`src/rtl/acksp_pkg.sv`:
```
// acknowledged state-change producer: constants, codes and carrier types
// assumes a 250 MHz ref_clk and a classic wishbone master for the registers
// Contract
// - single-consumer producer trigger code is 13h (state change) or 03h (cyclic).
// - multi-consumer producing connection uses 10h (state change) or 00h (cyclic).
// - multi-consumer setup makes one consuming connection per consumer, code 80h.
// - an established acknowledge-consuming connection joins the pending-responder list.
// - acknowledge-consuming path names the tracker and holds class and instance only.
// - acknowledge data size equals the tracker target's size, or zero without target.
// - multi-consumer producing connection leaves consumed path and size unconfigured.
// - on commit with a valid trigger the producer configures that production mode.
// - unsupported production mode makes commit fail; connection stays unestablished.
// - no new data is sent while the inhibit timer runs.
// - new data is sent only with no acknowledge pending and inhibit idle.
// - each send or retry sets pending until acknowledge timeout or acknowledge.
// - on acknowledge timeout resend old data if nothing new or inhibit running.
// - new send, or resend on trigger timeout, restarts all three timers.
// - each transmission restarting all three timers clears the retry counter.
// - a retry restarts only the acknowledge timer.
// - acknowledge period and retry limit are software configurable.
// - each acknowledge timeout counts a retry; reaching the limit signals the application.
// - a retry leaves the retry counter uncleared; a new send or a resend on trigger timeout clears it.
package acksp_pkg;
	localparam int unsigned CLK_MHZ = 250;
	localparam int unsigned TICK_US = 1;
	localparam int unsigned TICK_CYC = CLK_MHZ * TICK_US;
	localparam int unsigned N_CONS = 8;
	localparam logic [7:0] TT_ST_CL3 = 8'h13;
	localparam logic [7:0] TT_CYC_CL3 = 8'h03;
	localparam logic [7:0] TT_SRV_CL3 = 8'h83;
	localparam logic [7:0] TT_ST_CL0 = 8'h10;
	localparam logic [7:0] TT_CYC_CL0 = 8'h00;
	localparam logic [7:0] TT_SRV_CL0 = 8'h80;
	localparam logic [7:0] TRACKER_CLASS = 8'h2B;
	localparam logic [5:0] A_CTRL = 6'h00;
	localparam logic [5:0] A_ACK_PER = 6'h04;
	localparam logic [5:0] A_INH_PER = 6'h08;
	localparam logic [5:0] A_TRG_PER = 6'h0C;
	localparam logic [5:0] A_RETRY = 6'h10;
	localparam logic [5:0] A_TSIZE = 6'h14;
	localparam logic [5:0] A_STATUS = 6'h18;
	localparam logic [5:0] A_CODES = 6'h1C;
	localparam logic [5:0] A_CPATH = 6'h20;
	localparam logic [5:0] A_ESTAB = 6'h24;
	localparam logic [5:0] A_PEND = 6'h28;
	localparam logic [5:0] A_CMD = 6'h2C;
	localparam logic [15:0] ACK_PER_RST = 16'h0064;
	localparam logic [15:0] INH_PER_RST = 16'h000A;
	localparam logic [15:0] TRG_PER_RST = 16'h03E8;
	localparam logic [7:0] RETRY_RST = 8'h03;
	typedef enum logic [1:0] {ACKSP_IDLE, ACKSP_RUN} acksp_mode_t;
	typedef struct packed {
		logic multi;
		logic cyclic;
		logic has_target;
		logic [15:0] target_size;
	} acksp_cfg_t;
	typedef struct packed {
		logic [7:0] prod_code;
		logic [7:0] cons_code;
		logic [15:0] cons_size;
		logic cons_path_set;
	} acksp_conn_t;
endpackage

```
`src/rtl/acksp_timer.sv`:
```
// one restartable down counter on a shared tick
// assumes tick is a one-cycle pulse from the same clock
`timescale 1ns/1ps
module acksp_timer #(
	parameter int W = 16
) (
	// clock and reset
	input wire logic ref_clk,
	input wire logic rst,
	// control
	input wire logic tick,
	input wire logic restart,
	input wire logic [W-1:0] period,
	// status
	output logic running,
	output logic expire
);
	logic [W-1:0] cnt_q;
	always_ff @(posedge ref_clk or posedge rst) begin
		if (rst) begin
			cnt_q <= '0;
		end else if (restart) begin
			cnt_q <= period;
		end else if (tick && cnt_q != '0) begin
			cnt_q <= cnt_q - 1'b1;
		end
	end
	always_ff @(posedge ref_clk or posedge rst) begin
		if (rst) begin
			expire <= 1'b0;
		end else begin
			expire <= !restart && tick && cnt_q == {{(W-1){1'b0}}, 1'b1};
		end
	end
	assign running = cnt_q != '0;
	timer_load_a: assert property (@(posedge ref_clk) disable iff (rst)
		restart && period != '0 |=> running) else $error("timer no load");
endmodule

```
`src/rtl/acksp_list.sv`:
```
// pending-responder list: one bit per consuming connection instance
// assumes set and clear come from logic on the same clock
`timescale 1ns/1ps
module acksp_list #(
	parameter int N = 8
) (
	// clock and reset
	input wire logic ref_clk,
	input wire logic rst,
	// control
	input wire logic [N-1:0] member,
	input wire logic arm,
	input wire logic [N-1:0] ack_in,
	// status
	output logic [N-1:0] pend_q,
	output logic all_acked
);
	always_ff @(posedge ref_clk or posedge rst) begin
		if (rst) begin
			pend_q <= '0;
		end else if (arm) begin
			pend_q <= member; // arm wins over acks of the old send
		end else begin
			pend_q <= pend_q & ~ack_in & member;
		end
	end
	assign all_acked = pend_q == '0;
endmodule

```
`src/rtl/acksp_top.sv`:
```
// acknowledged state-change producer with wishbone register slave
// assumes a classic wishbone master and link logic on ref_clk
//
// The register addresses and the Wishbone slave port are this design's own decisions.
`timescale 1ns/1ps
module acksp_top #(
	parameter int N = acksp_pkg::N_CONS,
	parameter int unsigned TICK = acksp_pkg::TICK_CYC
) (
	// clock and reset
	input wire logic ref_clk,
	input wire logic rst,
	// wishbone slave
	input wire logic wb_cyc_i,
	input wire logic wb_stb_i,
	input wire logic wb_we_i,
	input wire logic [5:0] wb_adr_i,
	input wire logic [3:0] wb_sel_i,
	input wire logic [31:0] wb_dat_i,
	output logic [31:0] wb_dat_o,
	output logic wb_ack_o,
	// producing application
	input wire logic new_data,
	input wire logic support_push,
	input wire logic support_cyclic,
	output logic send_new,
	output logic send_old,
	output logic retry_limit,
	// link side
	input wire logic [N-1:0] ack_rx,
	output acksp_pkg::acksp_conn_t conn_cfg
);
	import acksp_pkg::*;

	logic [31:0] ctrl_q;
	logic [31:0] ack_per_q;
	logic [31:0] inh_per_q;
	logic [31:0] trg_per_q;
	logic [31:0] retry_q;
	logic [31:0] tsize_q;
	logic [N-1:0] estab_q;
	logic [N-1:0] pend;
	logic [7:0] rcnt_q;
	logic [31:0] prediv_q;
	logic tick;
	logic all_acked;
	logic ack_pend_q;
	logic have_new_q;
	logic lim_q;
	logic err_q;
	logic ack_run;
	logic inh_run;
	logic trg_run;
	logic ack_exp;
	logic inh_exp;
	logic trg_exp;
	logic restart_all;
	logic restart_ack;
	logic req;
	logic wr;
	logic commit;
	logic ok_mode;
	acksp_mode_t mode_q;
	acksp_cfg_t cfg;

	function automatic logic hit(input logic [5:0] a, input logic [5:0] r);
		return a == r;
	endfunction

	assign cfg.multi = ctrl_q[1];
	assign cfg.cyclic = ctrl_q[2];
	assign cfg.has_target = tsize_q[16];
	assign cfg.target_size = tsize_q[15:0];

	// bus slave: one wait state, ack dropped after one cycle
	// writes land at the edge where the master samples ack high
	assign req = wb_cyc_i && wb_stb_i && !wb_ack_o;
	assign wr = wb_cyc_i && wb_stb_i && wb_ack_o && wb_we_i;
	always_ff @(posedge ref_clk or posedge rst) begin
		if (rst) begin
			wb_ack_o <= 1'b0;
		end else begin
			wb_ack_o <= req;
		end
	end

	always_ff @(posedge ref_clk or posedge rst) begin
		if (rst) begin
			ctrl_q <= 32'h0;
			ack_per_q <= {16'h0, ACK_PER_RST};
			inh_per_q <= {16'h0, INH_PER_RST};
			trg_per_q <= {16'h0, TRG_PER_RST};
			retry_q <= {24'h0, RETRY_RST};
			tsize_q <= 32'h0;
			estab_q <= '0;
		end else if (wr) begin
			if (hit(wb_adr_i, A_CTRL) && wb_sel_i[0]) begin
				ctrl_q <= {29'h0, wb_dat_i[2:0]};
			end
			if (hit(wb_adr_i, A_ACK_PER)) begin
				ack_per_q <= {16'h0, wb_dat_i[15:0]};
			end
			if (hit(wb_adr_i, A_INH_PER)) begin
				inh_per_q <= {16'h0, wb_dat_i[15:0]};
			end
			if (hit(wb_adr_i, A_TRG_PER)) begin
				trg_per_q <= {16'h0, wb_dat_i[15:0]};
			end
			if (hit(wb_adr_i, A_RETRY) && wb_sel_i[0]) begin
				retry_q <= {24'h0, wb_dat_i[7:0]};
			end
			if (hit(wb_adr_i, A_TSIZE)) begin
				tsize_q <= {15'h0, wb_dat_i[16:0]};
			end
			if (hit(wb_adr_i, A_ESTAB)) begin
				estab_q <= wb_dat_i[N-1:0];
			end
		end
	end

	// commit: write 1 to bit 0 of the command register
	assign commit = wr && hit(wb_adr_i, A_CMD) && wb_dat_i[0];
	assign ok_mode = cfg.cyclic ? support_cyclic : support_push;
	always_ff @(posedge ref_clk or posedge rst) begin
		if (rst) begin
			mode_q <= ACKSP_IDLE;
			err_q <= 1'b0;
		end else if (commit) begin
			case (ok_mode)
				1'b1: begin
					mode_q <= ACKSP_RUN;
					err_q <= 1'b0;
				end
				default: begin
					mode_q <= ACKSP_IDLE;
					err_q <= 1'b1;
				end
			endcase
		end else if (wr && hit(wb_adr_i, A_CMD) && wb_dat_i[1]) begin
			mode_q <= ACKSP_IDLE;
		end
	end

	// connection attribute codes presented to the link
	always_ff @(posedge ref_clk or posedge rst) begin
		if (rst) begin
			conn_cfg <= '0;
		end else if (cfg.multi) begin
			conn_cfg.prod_code <= cfg.cyclic ? TT_CYC_CL0 : TT_ST_CL0;
			conn_cfg.cons_code <= TT_SRV_CL0;
			conn_cfg.cons_size <= 16'h0;
			conn_cfg.cons_path_set <= 1'b0;
		end else begin
			conn_cfg.prod_code <= cfg.cyclic ? TT_CYC_CL3 : TT_ST_CL3;
			conn_cfg.cons_code <= TT_SRV_CL3;
			conn_cfg.cons_size <= cfg.has_target ? cfg.target_size : 16'h0;
			conn_cfg.cons_path_set <= 1'b1;
		end
	end
	// shared prescaler
	always_ff @(posedge ref_clk or posedge rst) begin
		if (rst) begin
			prediv_q <= 32'h0;
		end else if (prediv_q == TICK - 1) begin
			prediv_q <= 32'h0;
		end else begin
			prediv_q <= prediv_q + 32'h1;
		end
	end
	assign tick = prediv_q == TICK - 1;

	acksp_timer #(.W(16)) u_ack (
		.ref_clk(ref_clk),
		.rst(rst),
		.tick(tick),
		.restart(restart_ack),
		.period(ack_per_q[15:0]),
		.running(ack_run),
		.expire(ack_exp)
	);
	acksp_timer #(.W(16)) u_inh (
		.ref_clk(ref_clk),
		.rst(rst),
		.tick(tick),
		.restart(restart_all),
		.period(inh_per_q[15:0]),
		.running(inh_run),
		.expire(inh_exp)
	);
	acksp_timer #(.W(16)) u_trg (
		.ref_clk(ref_clk),
		.rst(rst),
		.tick(tick),
		.restart(restart_all),
		.period(trg_per_q[15:0]),
		.running(trg_run),
		.expire(trg_exp)
	);
	acksp_list #(.N(N)) u_list (
		.ref_clk(ref_clk),
		.rst(rst),
		.member(estab_q),
		.arm(send_new || send_old),
		.ack_in(ack_rx),
		.pend_q(pend),
		.all_acked(all_acked)
	);

	// data available latch; a new event wins over its consumption
	always_ff @(posedge ref_clk or posedge rst) begin
		if (rst) begin
			have_new_q <= 1'b0;
		end else if (new_data) begin
			have_new_q <= 1'b1;
		end else if (send_new) begin
			have_new_q <= 1'b0;
		end
	end

	// send decision
	logic running_en;
	assign running_en = mode_q == ACKSP_RUN;
	always_comb begin
		send_new = 1'b0;
		send_old = 1'b0;
		restart_all = 1'b0;
		restart_ack = 1'b0;
		if (running_en) begin
			if (have_new_q && !inh_run && (!ack_pend_q || ack_exp)) begin
				send_new = 1'b1;
				restart_all = 1'b1;
			end else if (trg_exp && !inh_run) begin
				send_old = 1'b1;
				restart_all = 1'b1;
			end else if (ack_exp && ack_pend_q && !lim_q) begin
				send_old = 1'b1;
			end
			restart_ack = send_new || send_old;
		end
	end

	// acknowledge pending: set by any send, cleared by timeout or all acks
	always_ff @(posedge ref_clk or posedge rst) begin
		if (rst) begin
			ack_pend_q <= 1'b0;
		end else if (send_new || send_old) begin
			ack_pend_q <= 1'b1;
		end else if (ack_exp || all_acked) begin
			ack_pend_q <= 1'b0;
		end
	end

	// retry counter
	logic tmo;
	assign tmo = ack_exp && ack_pend_q && running_en;
	always_ff @(posedge ref_clk or posedge rst) begin
		if (rst) begin
			rcnt_q <= 8'h0;
		end else if (restart_all) begin
			rcnt_q <= 8'h0;
		end else if (tmo && rcnt_q != 8'hFF) begin
			rcnt_q <= rcnt_q + 8'h1;
		end
	end
	always_ff @(posedge ref_clk or posedge rst) begin
		if (rst) begin
			lim_q <= 1'b0;
			retry_limit <= 1'b0;
		end else begin
			lim_q <= !restart_all && rcnt_q >= retry_q[7:0];
			retry_limit <= tmo && !restart_all && rcnt_q + 8'h1 == retry_q[7:0];
		end
	end

	// read mux
	always_ff @(posedge ref_clk or posedge rst) begin
		if (rst) begin
			wb_dat_o <= 32'h0;
		end else if (req && !wb_we_i) begin
			case (wb_adr_i)
				A_CTRL: wb_dat_o <= ctrl_q;
				A_ACK_PER: wb_dat_o <= ack_per_q;
				A_INH_PER: wb_dat_o <= inh_per_q;
				A_TRG_PER: wb_dat_o <= trg_per_q;
				A_RETRY: wb_dat_o <= retry_q;
				A_TSIZE: wb_dat_o <= tsize_q;
				A_STATUS: wb_dat_o <= {16'h0, rcnt_q, 1'b0, lim_q, err_q,
					ack_pend_q, trg_run, inh_run, ack_run, running_en};
				A_CODES: wb_dat_o <= {16'h0, conn_cfg.cons_code,
					conn_cfg.prod_code};
				A_CPATH: wb_dat_o <= conn_cfg.cons_path_set ?
					{16'h0, TRACKER_CLASS, 8'h01} : 32'h0;
				A_ESTAB: wb_dat_o <= {{(32-N){1'b0}}, estab_q};
				A_PEND: wb_dat_o <= {{(32-N){1'b0}}, pend};
				default: wb_dat_o <= 32'h0;
			endcase
		end
	end

	no_new_inh_a: assert property (@(posedge ref_clk) disable iff (rst)
		inh_run |-> !send_new) else $error("new send while inhibit");
	new_ack_idle_a: assert property (@(posedge ref_clk) disable iff (rst)
		send_new |-> !ack_pend_q || ack_exp) else $error("send while pending");
	pend_after_a: assert property (@(posedge ref_clk) disable iff (rst)
		(send_new || send_old) |=> ack_pend_q) else $error("no pending");
	retry_tmo_a: assert property (@(posedge ref_clk) disable iff (rst)
		tmo && !lim_q && !have_new_q && !trg_exp |-> send_old)
		else $error("missed retry");
	new_restart_a: assert property (@(posedge ref_clk) disable iff (rst)
		send_new |=> inh_run || inh_per_q == 32'h0) else $error("inhibit idle");
	clear_count_a: assert property (@(posedge ref_clk) disable iff (rst)
		restart_all |=> rcnt_q == 8'h0) else $error("retry not cleared");
	retry_count_a: assert property (@(posedge ref_clk) disable iff (rst)
		tmo && !restart_all && rcnt_q != 8'hFF |=> rcnt_q == $past(rcnt_q) + 8'h1)
		else $error("retry not counted");
	retry_keep_a: assert property (@(posedge ref_clk) disable iff (rst)
		send_old && !restart_all |=> rcnt_q != 8'h0)
		else $error("resend cleared count");
	fail_commit_a: assert property (@(posedge ref_clk) disable iff (rst)
		commit && !ok_mode |=> mode_q == ACKSP_IDLE && err_q)
		else $error("bad commit accepted");
	wb_ack_a: assert property (@(posedge ref_clk) disable iff (rst)
		wb_ack_o |=> !wb_ack_o) else $error("ack held");
	limit_pulse_a: assert property (
		@(posedge ref_clk) disable iff (rst)
		retry_limit |=> !retry_limit) else $error("limit held");
	retry_stop_a: assert property (
		@(posedge ref_clk) disable iff (rst)
		tmo && lim_q && !restart_all |-> !send_old) else $error("retry past limit");
	multi_code_a: assert property (
		@(posedge ref_clk) disable iff (rst)
		cfg.multi |=> conn_cfg.cons_code == TT_SRV_CL0) else $error("bad code");
	single_path_a: assert property (
		@(posedge ref_clk) disable iff (rst)
		!cfg.multi |=> conn_cfg.cons_path_set) else $error("no path");
	commit_ok_a: assert property (
		@(posedge ref_clk) disable iff (rst)
		commit && ok_mode |=> mode_q == ACKSP_RUN) else $error("commit lost");
	pend_arm_a: assert property (
		@(posedge ref_clk) disable iff (rst)
		(send_new || send_old) && !wr |=> pend == estab_q) else $error("list");
endmodule

```
`config.mk`:
```
export PLATFORM = sky130hd
export DESIGN_NAME = acksp_top
export DESIGN_NICKNAME = d
export VERILOG_FILES = /design/src/rtl/acksp_pkg.sv /design/src/rtl/acksp_timer.sv /design/src/rtl/acksp_list.sv /design/src/rtl/acksp_top.sv
export SDC_FILE = /design/constraint.sdc
export NUM_CORES = 1
export LEC_CHECK = 0
export BUFFER_PORTS_ARGS = -buffer_cell sky130_fd_sc_hd__buf_2
export CORE_MARGIN = 2
export CORE_UTILIZATION = 35
export CTS_CLUSTER_DIAMETER = 60
export CTS_CLUSTER_SIZE = 24
export DETAILED_ROUTE_END_ITERATION = 16
export GPL_ROUTABILITY_DRIVEN = 0
export HOLD_SLACK_MARGIN = 0.02
export PLACE_DENSITY_LB_ADDON = 0.1
export SLEW_MARGIN = 20
export SYNTH_ARGS = -nofsm -noshare
export SYNTH_HDL_FRONTEND = slang
export SYNTH_SLANG_ARGS = --single-unit
```
`constraint.sdc`:
```
create_clock -name ref_clk -period 9.15 [get_ports ref_clk]
set_clock_uncertainty 0.2 [all_clocks]
set_input_delay 1.83 -clock ref_clk [delete_from_list [all_inputs] [get_ports ref_clk]]
set_output_delay 1.83 -clock ref_clk [all_outputs]
set_load 0.01 [all_outputs]
```
# == After elaboration in Yosys (flattened, before gate mapping) ==
# Index checks and enable logic that the tools add are counted.
# word_totals
ff_bits,255
latch_bits,0
mem_bits_rw,0
mem_bits_ro,0
input_bits,58
out_inout_bits,69
elab_cells,147
memories,0
# op_classes
addsub,5
multipliers,0
div,0
n_lt_le_gt_ge,1
eq_ne,17
n_shift,0
n_mux,37
bitwise_logic,3
reduce_logical,57
# op_table
op,count
$pmux 17 s11,1
$mux 16,7
$reduce_bool 16->1,3
$sub 16x1->16 const B,3
$add 32x1->32 const B,1
$eq 16x1->1 const B,2
$eq 32x8->1 const B,1
$mux 32,1
$mux 30,1
$logic_and 1x1->1,27
$eq 6x5->1 const B,4
$eq 6x6->1 const B,4
$mux 8,3
$mux 1,19
$and 8x8->8,2
$mux 14,1
$reduce_and 2->1,7
$reduce_bool 2->1,7
$eq 6x4->1 const B,2
$mux 5,2
$add 8x1->8 const B,1
$eq 8x8->1,1
$ge 8x8->1,1
$logic_not 8->1,1
8 further kinds,18

# == Longest topological paths before layout ==
# Gate-level depths: netlist (run 1).
# depth
ltp_word,11
mapped_depth,10

# == Modules after synthesis ==
# A second synthesis (run 1) with hierarchy kept.
# unflattened
cells_unflattened,1107
area_unflattened_um2,11822.6
# by_module_without_submodules
module,instances,cells_each,area_per_inst_um2,seq_area_each_um2
acksp_top,1,693,8140.3,4195.3
acksp_timer at u_inh ...,2,127,1109.8,425.4
acksp_timer at u_ack,1,131,1123.6,425.4
acksp_list,1,29,339.1,200.2

# == Least setup slack after synthesis (run 1) ==
# Ideal clock, no wire load.
# synth_path
path_type,input port to flip-flop
from,input wb_adr_i[1]
to,register tsize_q[0]
setup_time_ns,0.125
t_arrival_ns,3.649
required_time_ns,8.825
slack_ns,5.176
cell_stages,5
path_cell_list,or4b_2 clkbuf_1 nor3_2 buf_2 mux2_2
# synth_between
elab_chain_cells,2
# synth_lines
element,line,source
from (decl),acksp_top.sv:17,"input wire logic [5:0] wb_adr_i,"
$eq 6x5->1,acksp_top.sv:67,return a == r;
$reduce_and 2->1 (no line),--,
to (signal assigned),acksp_top.sv:113,"tsize_q <= {15'h0, wb_dat_i[16:0]};"
to (decl),acksp_top.sv:40,logic [31:0] tsize_q;
# Every way passes these cells.
# A chain may end at the register's enable or synchronous reset.

# == Worst setup path in the final report (run 1) ==
# layout_path
from,register u_inh.cnt_q[0]
to,output send_old
# layout_between
elab_chain_cells,7
word_cells_on_any_way,9
classes_between,mux (4); reduce/logical (5)
# layout_lines
element,line,source
from (decl),acksp_timer.sv:18,logic [W-1:0] cnt_q;
from (signal assigned),acksp_timer.sv:23,cnt_q <= period;
from (signal assigned),acksp_timer.sv:25,cnt_q <= cnt_q - 1'b1;
$reduce_bool 16->1 (*),acksp_timer.sv:35,assign running = cnt_q != '0;
$logic_not 1->1 (*),"acksp_top.sv:229, acksp_top.sv:232",
"$logic_and 1x1->1, on equally long branches","acksp_top.sv:232, acksp_top.sv:229",
$mux 1 / $logic_and 1x1->1 (equally long branches),"acksp_top.sv:232, acksp_top.sv:229",
$mux 1 (*),acksp_top.sv:229,if (have_new_q && !inh_run && (!ack_pend_q || ack_exp)) begin
$mux 1 (*) (2 in series),acksp_top.sv:228,if (running_en) begin
to (decl),acksp_top.sv:27,"output logic send_old,"
# Mark *: on every way between the ends. The rest lies on a longest branch, timed or not. The select of a mux whose other input is x is not followed.

==> summary.md, run 1 <==
| Metric | Value |
|---|---|
| Status | `complete, no violations` |
| Worst-skew pair later-pin latency | `0.55 ns` |
| Utilization after layout | `41.2%` |
| CTS tree | `done` |
| Clock sink count | `225` |
| Syn_area_per_cell | `11.0 µm²` |
| Core area | `31600 µm²` |
| Post-CTS sizing | `0` |
| Rel. slew slack | `29.5%` |
| Worst Setup Start Kind | `flip-flop` |
| Antenna violations before repair | `0` |
| Vias in the first global route | `8166` |
| Fillers | `3104` |
| Nets | `1179` |
| FF-to-FF path depth | `8` |
| Least-Margin Pin Slew | `1.04 ns` |
| ANT nets after route | `0` |
| Setup violators final | `0` |
| Beginning of the critical path | `u_inh.cnt_q[0]$_DFFE_PP0P_` |
| Cells after synthesis | `1018` |
| Max Slew Vio Count | `0` |
| Die Height | `183 µm` |
| Via count | `8199` |
| Post-synth cell types | `68` |
| RR Endpoint | `u_trg.cnt_q[15]$_DFFE_PP0P_` |
| Register area share after synthesis | `50.4%` |
| Clock-pin slew on the worst setup and hold paths | `0.06 ns` |
| Overflow after GRT | `0` |
| Setup TNS | `0 ns` |
| Ys Warns | `0` |
| Hold crit path type | `flip-flop to flip-flop` |
| Seq cells post-synth | `225` |
| CP arrival | `2.84 ns` |
| Hold_buf cts | `0` |
| Post-Syn Area | `11200 µm²` |
| First DRT Iteration DRCs | `559` |
| Final period utilization | `53.2%` |
| Vias per inst | `5.37` |
| Max-Cap Viols | `0` |
| First drt pass iteration count | `6` |
| Number of synthesized flops with an enable pin | `0` |
| RR Startpoint | `prediv_q[1]$_DFF_PP0_` |
| Layout cells sized above 1 | `25.4%` |
| CP Class | `flip-flop to primary output` |
| Synth Flop Type | `dfrtp_1` |
| Antenna diodes | `0` |
| Post-synth top area share | `47.3%` |
| DRC | `0` |
| Leakage | `0.00608 µW` |
| IO Port Bufs | `83` |
| Fin. Hold Viols | `0` |
| Core Rows | `65` |
| CTS buffer count | `28` |
| Critical Path End | `send_old` |
| Worst-path fanout max | `10` |
| Number of H-tree levels | `1` |
| Clock buffer depth | `3` |
| Worst path required time | `7.12 ns` |
| Worst setup EP type | `primary output` |
| First-pass GRT wire length | `50.0 mm` |
| PD cells | `187 nW/µm²` |
| RSZ-0062 raised after global routing | `false` |
| Maximum VDD drop | `170 µV` |
| Die area | `33500 µm²` |
| Detail-routed net length per standard cell | `20.9 µm` |
| Max Freq | `0.205 GHz` |
| Final WL | `31.8 mm` |
| Post-CTS setup buffer count | `0` |
| Final min period | `4.87 ns` |
| Tot GR Track Use | `19.3%` |
| DP HPWL | `22.6 mm` |
| Yosys top cell by area | `dfrtp_1` |
| Ys async rst share | `100%` |
| Count leader, synth | `dfrtp_1` |
| Pin count of the biggest net entering global routing | `102` |
| Layout area overhead | `15.9%` |
| Worst reg-to-reg setup slack | `5.71 ns` |
| Die Wd | `183 µm` |
| Ports | `127` |
| Commonest cells post-synth | `dfrtp_1 (212), mux2_2 (89), nor2_1 (78)` |
| Most area-consuming cells after synthesis | `dfrtp_1 (47%), mux2_2 (8.9%), xnor2_1 (3.7%)` |
| Initial core utilization | `35.5%` |
| Root Driver | `clkbuf_16` |
-- flip-flops by register name (all words and copies together) (netlist names), 17 cells and up --
| register | flops |
|---|---|
| prediv_q | 32 |
| wb_dat_o | 17 |
| conn_cfg | 19 |
| tsize_q | 17 |
-- cell type report --
| cell class | count | area (µm²) | area share [%] |
|---|---|---|---|
| multi-input cells | 727 | 5230 | 40.2 |
| inverters | 23 | 93.8 | 0.722 |
| repair buffers | 97 | 520 | 4.00 |
| clock buffers | 31 | 722 | 5.55 |
| clock inverters | 21 | 282 | 2.17 |
| flip-flops and latches | 225 | 5650 | 43.4 |
| well taps | 402 | 503 | 3.87 |
-- metrics by stage --
stage | setup WS [ns] | cell area [µm²] | instances | total power, µW | hold slack [ns]
global placement | 4.59 | 12000 | 1474 | 1260 | 0.260
floorplan | 0.979 | 11300 | 1042 | 1200 | 0.227
global route | 4.18 | 13000 | 1526 | 2530 | 0.293
detailed placement | 4.55 | 12000 | 1474 | 1260 | 0.258
CTS | 4.27 | 13000 | 1526 | 2460 | 0.274
finish | 4.28 | 13000 | 1526 | 2430 | 0.271
-- layout by cell type, fill, tap and decap left out, drive strengths merged, types with 24 or more instances in the layout --
master  instances
mux2           89
o21ai          28
nand3          28
xnor2          47
nand2          77
inv            32
clkbuf         31
xor2           32
nor4           28
conb           26
nand4          24
buf            97
dfrtp         212
nor3           31
nor2           78
a21oi          30
-- critical path, stage by stage (launching register included) --
cell and delay [ns]:
dfrtp_1 0.40, inv_1 0.10, ha_1 0.21, nor4b_1 0.43, and4_1 0.67, a31oi_1 0.16, a31oi_1 0.16, buf_2 0.15
-- how the worst min path moves through the flow --
stage,from,end,cells past startpoint
3_3_place_gp,wb_dat_o[2]$_DFFE_PP0P_,wb_dat_o[2]$_DFFE_PP0P_,2
4_1_cts,wb_dat_o[2]$_DFFE_PP0P_,wb_dat_o[2]$_DFFE_PP0P_,2
2_1_floorplan,ctrl_q[1]$_DFFE_PP0P_,conn_cfg[26]$_DFF_PP0_,1
5_1_grt,wb_dat_o[2]$_DFFE_PP0P_,wb_dat_o[2]$_DFFE_PP0P_,2
3_5_place_dp,wb_dat_o[2]$_DFFE_PP0P_,wb_dat_o[2]$_DFFE_PP0P_,2
6_report,wb_dat_o[2]$_DFFE_PP0P_,wb_dat_o[2]$_DFFE_PP0P_,2
-- cell families after synthesis --
logic type | share of synthesized area (%)
buf+inv | 4.23
compound gates | 9.57
xor+xnor | 6.17
fa+ha+maj | 2.12
mux | 10.1
other cells | 0.0670
simple gates | 17.4
flops | 50.4
-- layer usage --
layer  wire length, µm  vias to the layer above  global-route usage [%]
met4               665                        0                    4.48
met5                 0                        -                       0
met2             14300                      176                    30.1
li1                  -                     3818                       -
met3              1220                       39                    2.52
met1             15600                     4166                    28.7
-- power by group --
part / switching [µW] / internal, µW / total (µW) / leakage, µW
sequential: 22.5 / 1020 / 1040 / 0.00305
clock: 487 / 703 / 1190 / 0.000487
combinational: 140 / 59.3 / 199 / 0.00255
Note: power is estimated with default switching activity, not from simulation.
==> run 2: changes to the inputs <==
Settings changed: ABC_AREA set to 1.
Clock period 9.15 ns to 5.1 ns, I/O delays scaled along.
==> run 2 against run 1 <==
  * Total power grew 110%
  * Cell area up 9.7%
  * Via count rose by 35%
  * Sequential power rose by 85%
  * Sequential share of layout area down 3.8 points
  * Critical path depth did not move
  * Utilization shrank 1.2 points
  * Global-route usage rose by 2.2 points
  * First-iteration DRC count is 52% higher
  * Register-to-register slack worse by 3.2 ns
  * Non-clock buffer count shrank 10
==> summary.md, run 2 <==
| Metric | Value |
|---|---|
| Pre-CTS setup slack | `1.59 ns` |
| Final WL | `40.4 mm` |
| Largest delay share family, worst path | `simple AND/OR/NAND/NOR gates` |
| Tot GR Track Use | `21.6%` |
| DP HPWL | `30.0 mm` |
| Pin count of the biggest net entering global routing | `156` |
| Max Freq | `0.265 GHz` |
| First drt pass iteration count | `7` |
| Clock buffer depth | `3` |
| Worst path required time | `3.88 ns` |
| Most area-consuming cells after synthesis | `dfrtp_1 (42%), nand2_1 (15%), nor2_1 (6.4%)` |
| Root Driver | `clkbuf_16` |
| DRC | `0` |
| Top flop regs | `prediv_q (32), conn_cfg (19)` |
| Top reg by flops | `prediv_q` |
| Detail-routed net length per standard cell | `18.0 µm` |
| Critical Path Max Stage Delay | `0.66 ns` |
| First-pass GRT wire length | `63.2 mm` |
| ANT nets after route | `0` |
| Hold_buf cts | `0` |
| Worst reg-to-reg setup slack | `2.47 ns` |
| Overflow after GRT | `0` |
| Worst-skew pair later-pin latency | `0.57 ns` |
| Die Height | `194 µm` |
| Count leader, synth | `nand2_1` |
| Final setup margin | `1.32 ns` |
| Antenna violations before repair | `1` |
| Post-synth top area share | `41.8%` |
| Rel. slew slack | `31.2%` |
| CP Class | `flip-flop to primary output` |
| Vias in the first global route | `10.8k` |
| Vias per inst | `4.91` |
| Die Wd | `194 µm` |
| Total power | `5140 µW` |
| Setup TNS | `0 ns` |
| Initial core utilization | `35.6%` |
| Critical Path End | `send_old` |
| Leakage | `0.00724 µW` |
| Synth Flop Type | `dfrtp_1` |
| RSZ-0062 raised after global routing | `false` |
| Post-synth cell types | `48` |
| Setup violators final | `0` |
| Maximum VDD drop | `267 µV` |
| Ports | `127` |
| Syn_area_per_cell | `7.50 µm²` |
| RR Startpoint | `mode_q[0]$_DFFE_PP0P_` |
| Buf+Inv Stages, Crit Path | `3` |
| CP arrival | `2.56 ns` |
| Post-CTS setup buffer count | `0` |
| Worst path cell trace | `nand3_1, inv_1, nand2_1, nand2_2, inv_2, a21oi_1, buf_2` |
| Status | `complete, no violations` |
| FF-to-FF path depth | `7` |
| Placed Area | `13400 µm²` |
| Cells after synthesis | `1693` |
| Final period utilization | `74.1%` |
| IO Port Bufs | `83` |
| Via count | `11.0k` |
| Least-Margin Pin Slew | `1.03 ns` |
| First DRT Iteration DRCs | `850` |
| Ys async rst share | `100%` |
| Worst Setup Start Kind | `flip-flop` |
| Number of flip-flops in the largest register | `32` |
| CTS tree | `done` |
| Max Slew Vio Count | `0` |
| Layout area overhead | `12.4%` |
| Crit path max-delay cell type | `dfrtp_1` |
| Worst setup EP type | `primary output` |
| Commonest cells after routing, fill and taps aside | `nand2_1 (500), nor2_1 (216), dfrtp_1 (212)` |
| Nets | `1843` |
| Commonest non-fill, non-tap cell in the layout | `nand2_1` |
| Number of synthesized flops with an enable pin | `0` |
| Clock-pin slew on the worst setup and hold paths | `0.09 ns` |
| PD cells | `361 nW/µm²` |
| Yosys top cell by area | `dfrtp_1` |
| Post-CTS sizing | `0` |
| Max-Cap Viols | `0` |
| Core Rows | `69` |
| Post-Syn Area | `12700 µm²` |
| Number of H-tree levels | `1` |
| Beginning of the critical path | `mode_q[0]$_DFFE_PP0P_` |
| CTS buffer count | `26` |
| Final min period | `3.78 ns` |
| Levels on crit path | `7` |
| Core area | `35700 µm²` |
| Cell area after layout | `14300 µm²` |
| Register area share after synthesis | `44.5%` |
| Die area | `37800 µm²` |
| Clock sink count | `225` |
| Hold crit path type | `input port to asynchronous set/reset pin` |
| Layout cells sized above 1 | `12.0%` |
| Seq cells post-synth | `225` |
| RR Endpoint | `u_ack.cnt_q[0]$_DFFE_PP0P_` |
| Worst-path fanout max | `8` |
| Commonest cells post-synth | `nand2_1 (500), nor2_1 (216), dfrtp_1 (212)` |
| Fin. Hold Viols | `0` |
| Antenna diodes | `0` |
| Ys Warns | `0` |
[run 2: worst min path at each step]
| stage | depth (start not counted) | slack, ns | from | endpoint |
|---|---|---|---|---|
| finish | 2 | 0.13 | rst | retry_limit$_DFF_PP0_ |
| global route | 2 | 0.13 | rst | retry_limit$_DFF_PP0_ |
| CTS | 2 | 0.12 | rst | retry_limit$_DFF_PP0_ |
| detailed placement | 1 | 0.26 | wb_ack_o$_DFF_PP0_ | wb_ack_o$_DFF_PP0_ |
| global placement | 1 | 0.26 | wb_ack_o$_DFF_PP0_ | wb_ack_o$_DFF_PP0_ |
| floorplan | 2 | 0.25 | u_inh.cnt_q[1]$_DFFE_PP0P_ | u_inh.cnt_q[1]$_DFFE_PP0P_ |
[run 2: final cells by class]
type	count	area (µm²)
clock inverter	19	203
clock buffer	29	703
timing repair buffer	87	458
sequential	225	5650
multi-input combinational	1235	5950
tap	461	577
inverter	191	721
fill	3784	21400
[run 2: per-stage QoR]
| step | util (%) | std cells | hold slack (ns) |
|---|---|---|---|
| finish | 40.0 | 2247 | 0.135 |
| global route | 40.0 | 2247 | 0.126 |
| CTS | 40.0 | 2247 | 0.118 |
| detailed placement | 37.4 | 2199 | 0.257 |
| global placement | 37.4 | 2199 | 0.258 |
| floorplan | - | 1717 | 0.249 |
[run 2: logic make-up after synthesis]
family          count (synthesis)  share of synthesized area, %
compound gates                179                          7.59
xor+xnor                       43                          3.08
fa+ha+maj                      19                          1.87
buf+inv                       257                          9.32
flops                         225                          44.5
mux                             1                        0.0887
other cells                     2                        0.0592
simple gates                  967                          33.5
[run 2: report_power, final]
| part | total, µW | internal [µW] | switching [µW] |
|---|---|---|---|
| registers | 1920 | 1850 | 69.7 |
| logic | 1250 | 366 | 888 |
| clock network | 1970 | 1050 | 920 |
| total | 5140 | 3260 | 1880 |
[run 2: metal layers]
layer,routed length (µm),track usage (%),part of all wire (%),vias to the layer above
li1,-,-,-,5500
met1,19700,31.6,49,5215
met2,17500,32.8,43,268
met3,1920,3.61,4.8,58
met4,1170,6.15,2.9,2
met5,10,0,0.025,-
[run 2: worst reg2reg max path, stage by stage (launching register included)]
cell and delay, ns:
dfrtp_1 0.57, nand3_1 0.34, inv_1 0.18, nand2_1 0.22, nand2_2 0.12, nor2_4 0.63
nor2_1 0.16, a21oi_2 0.14
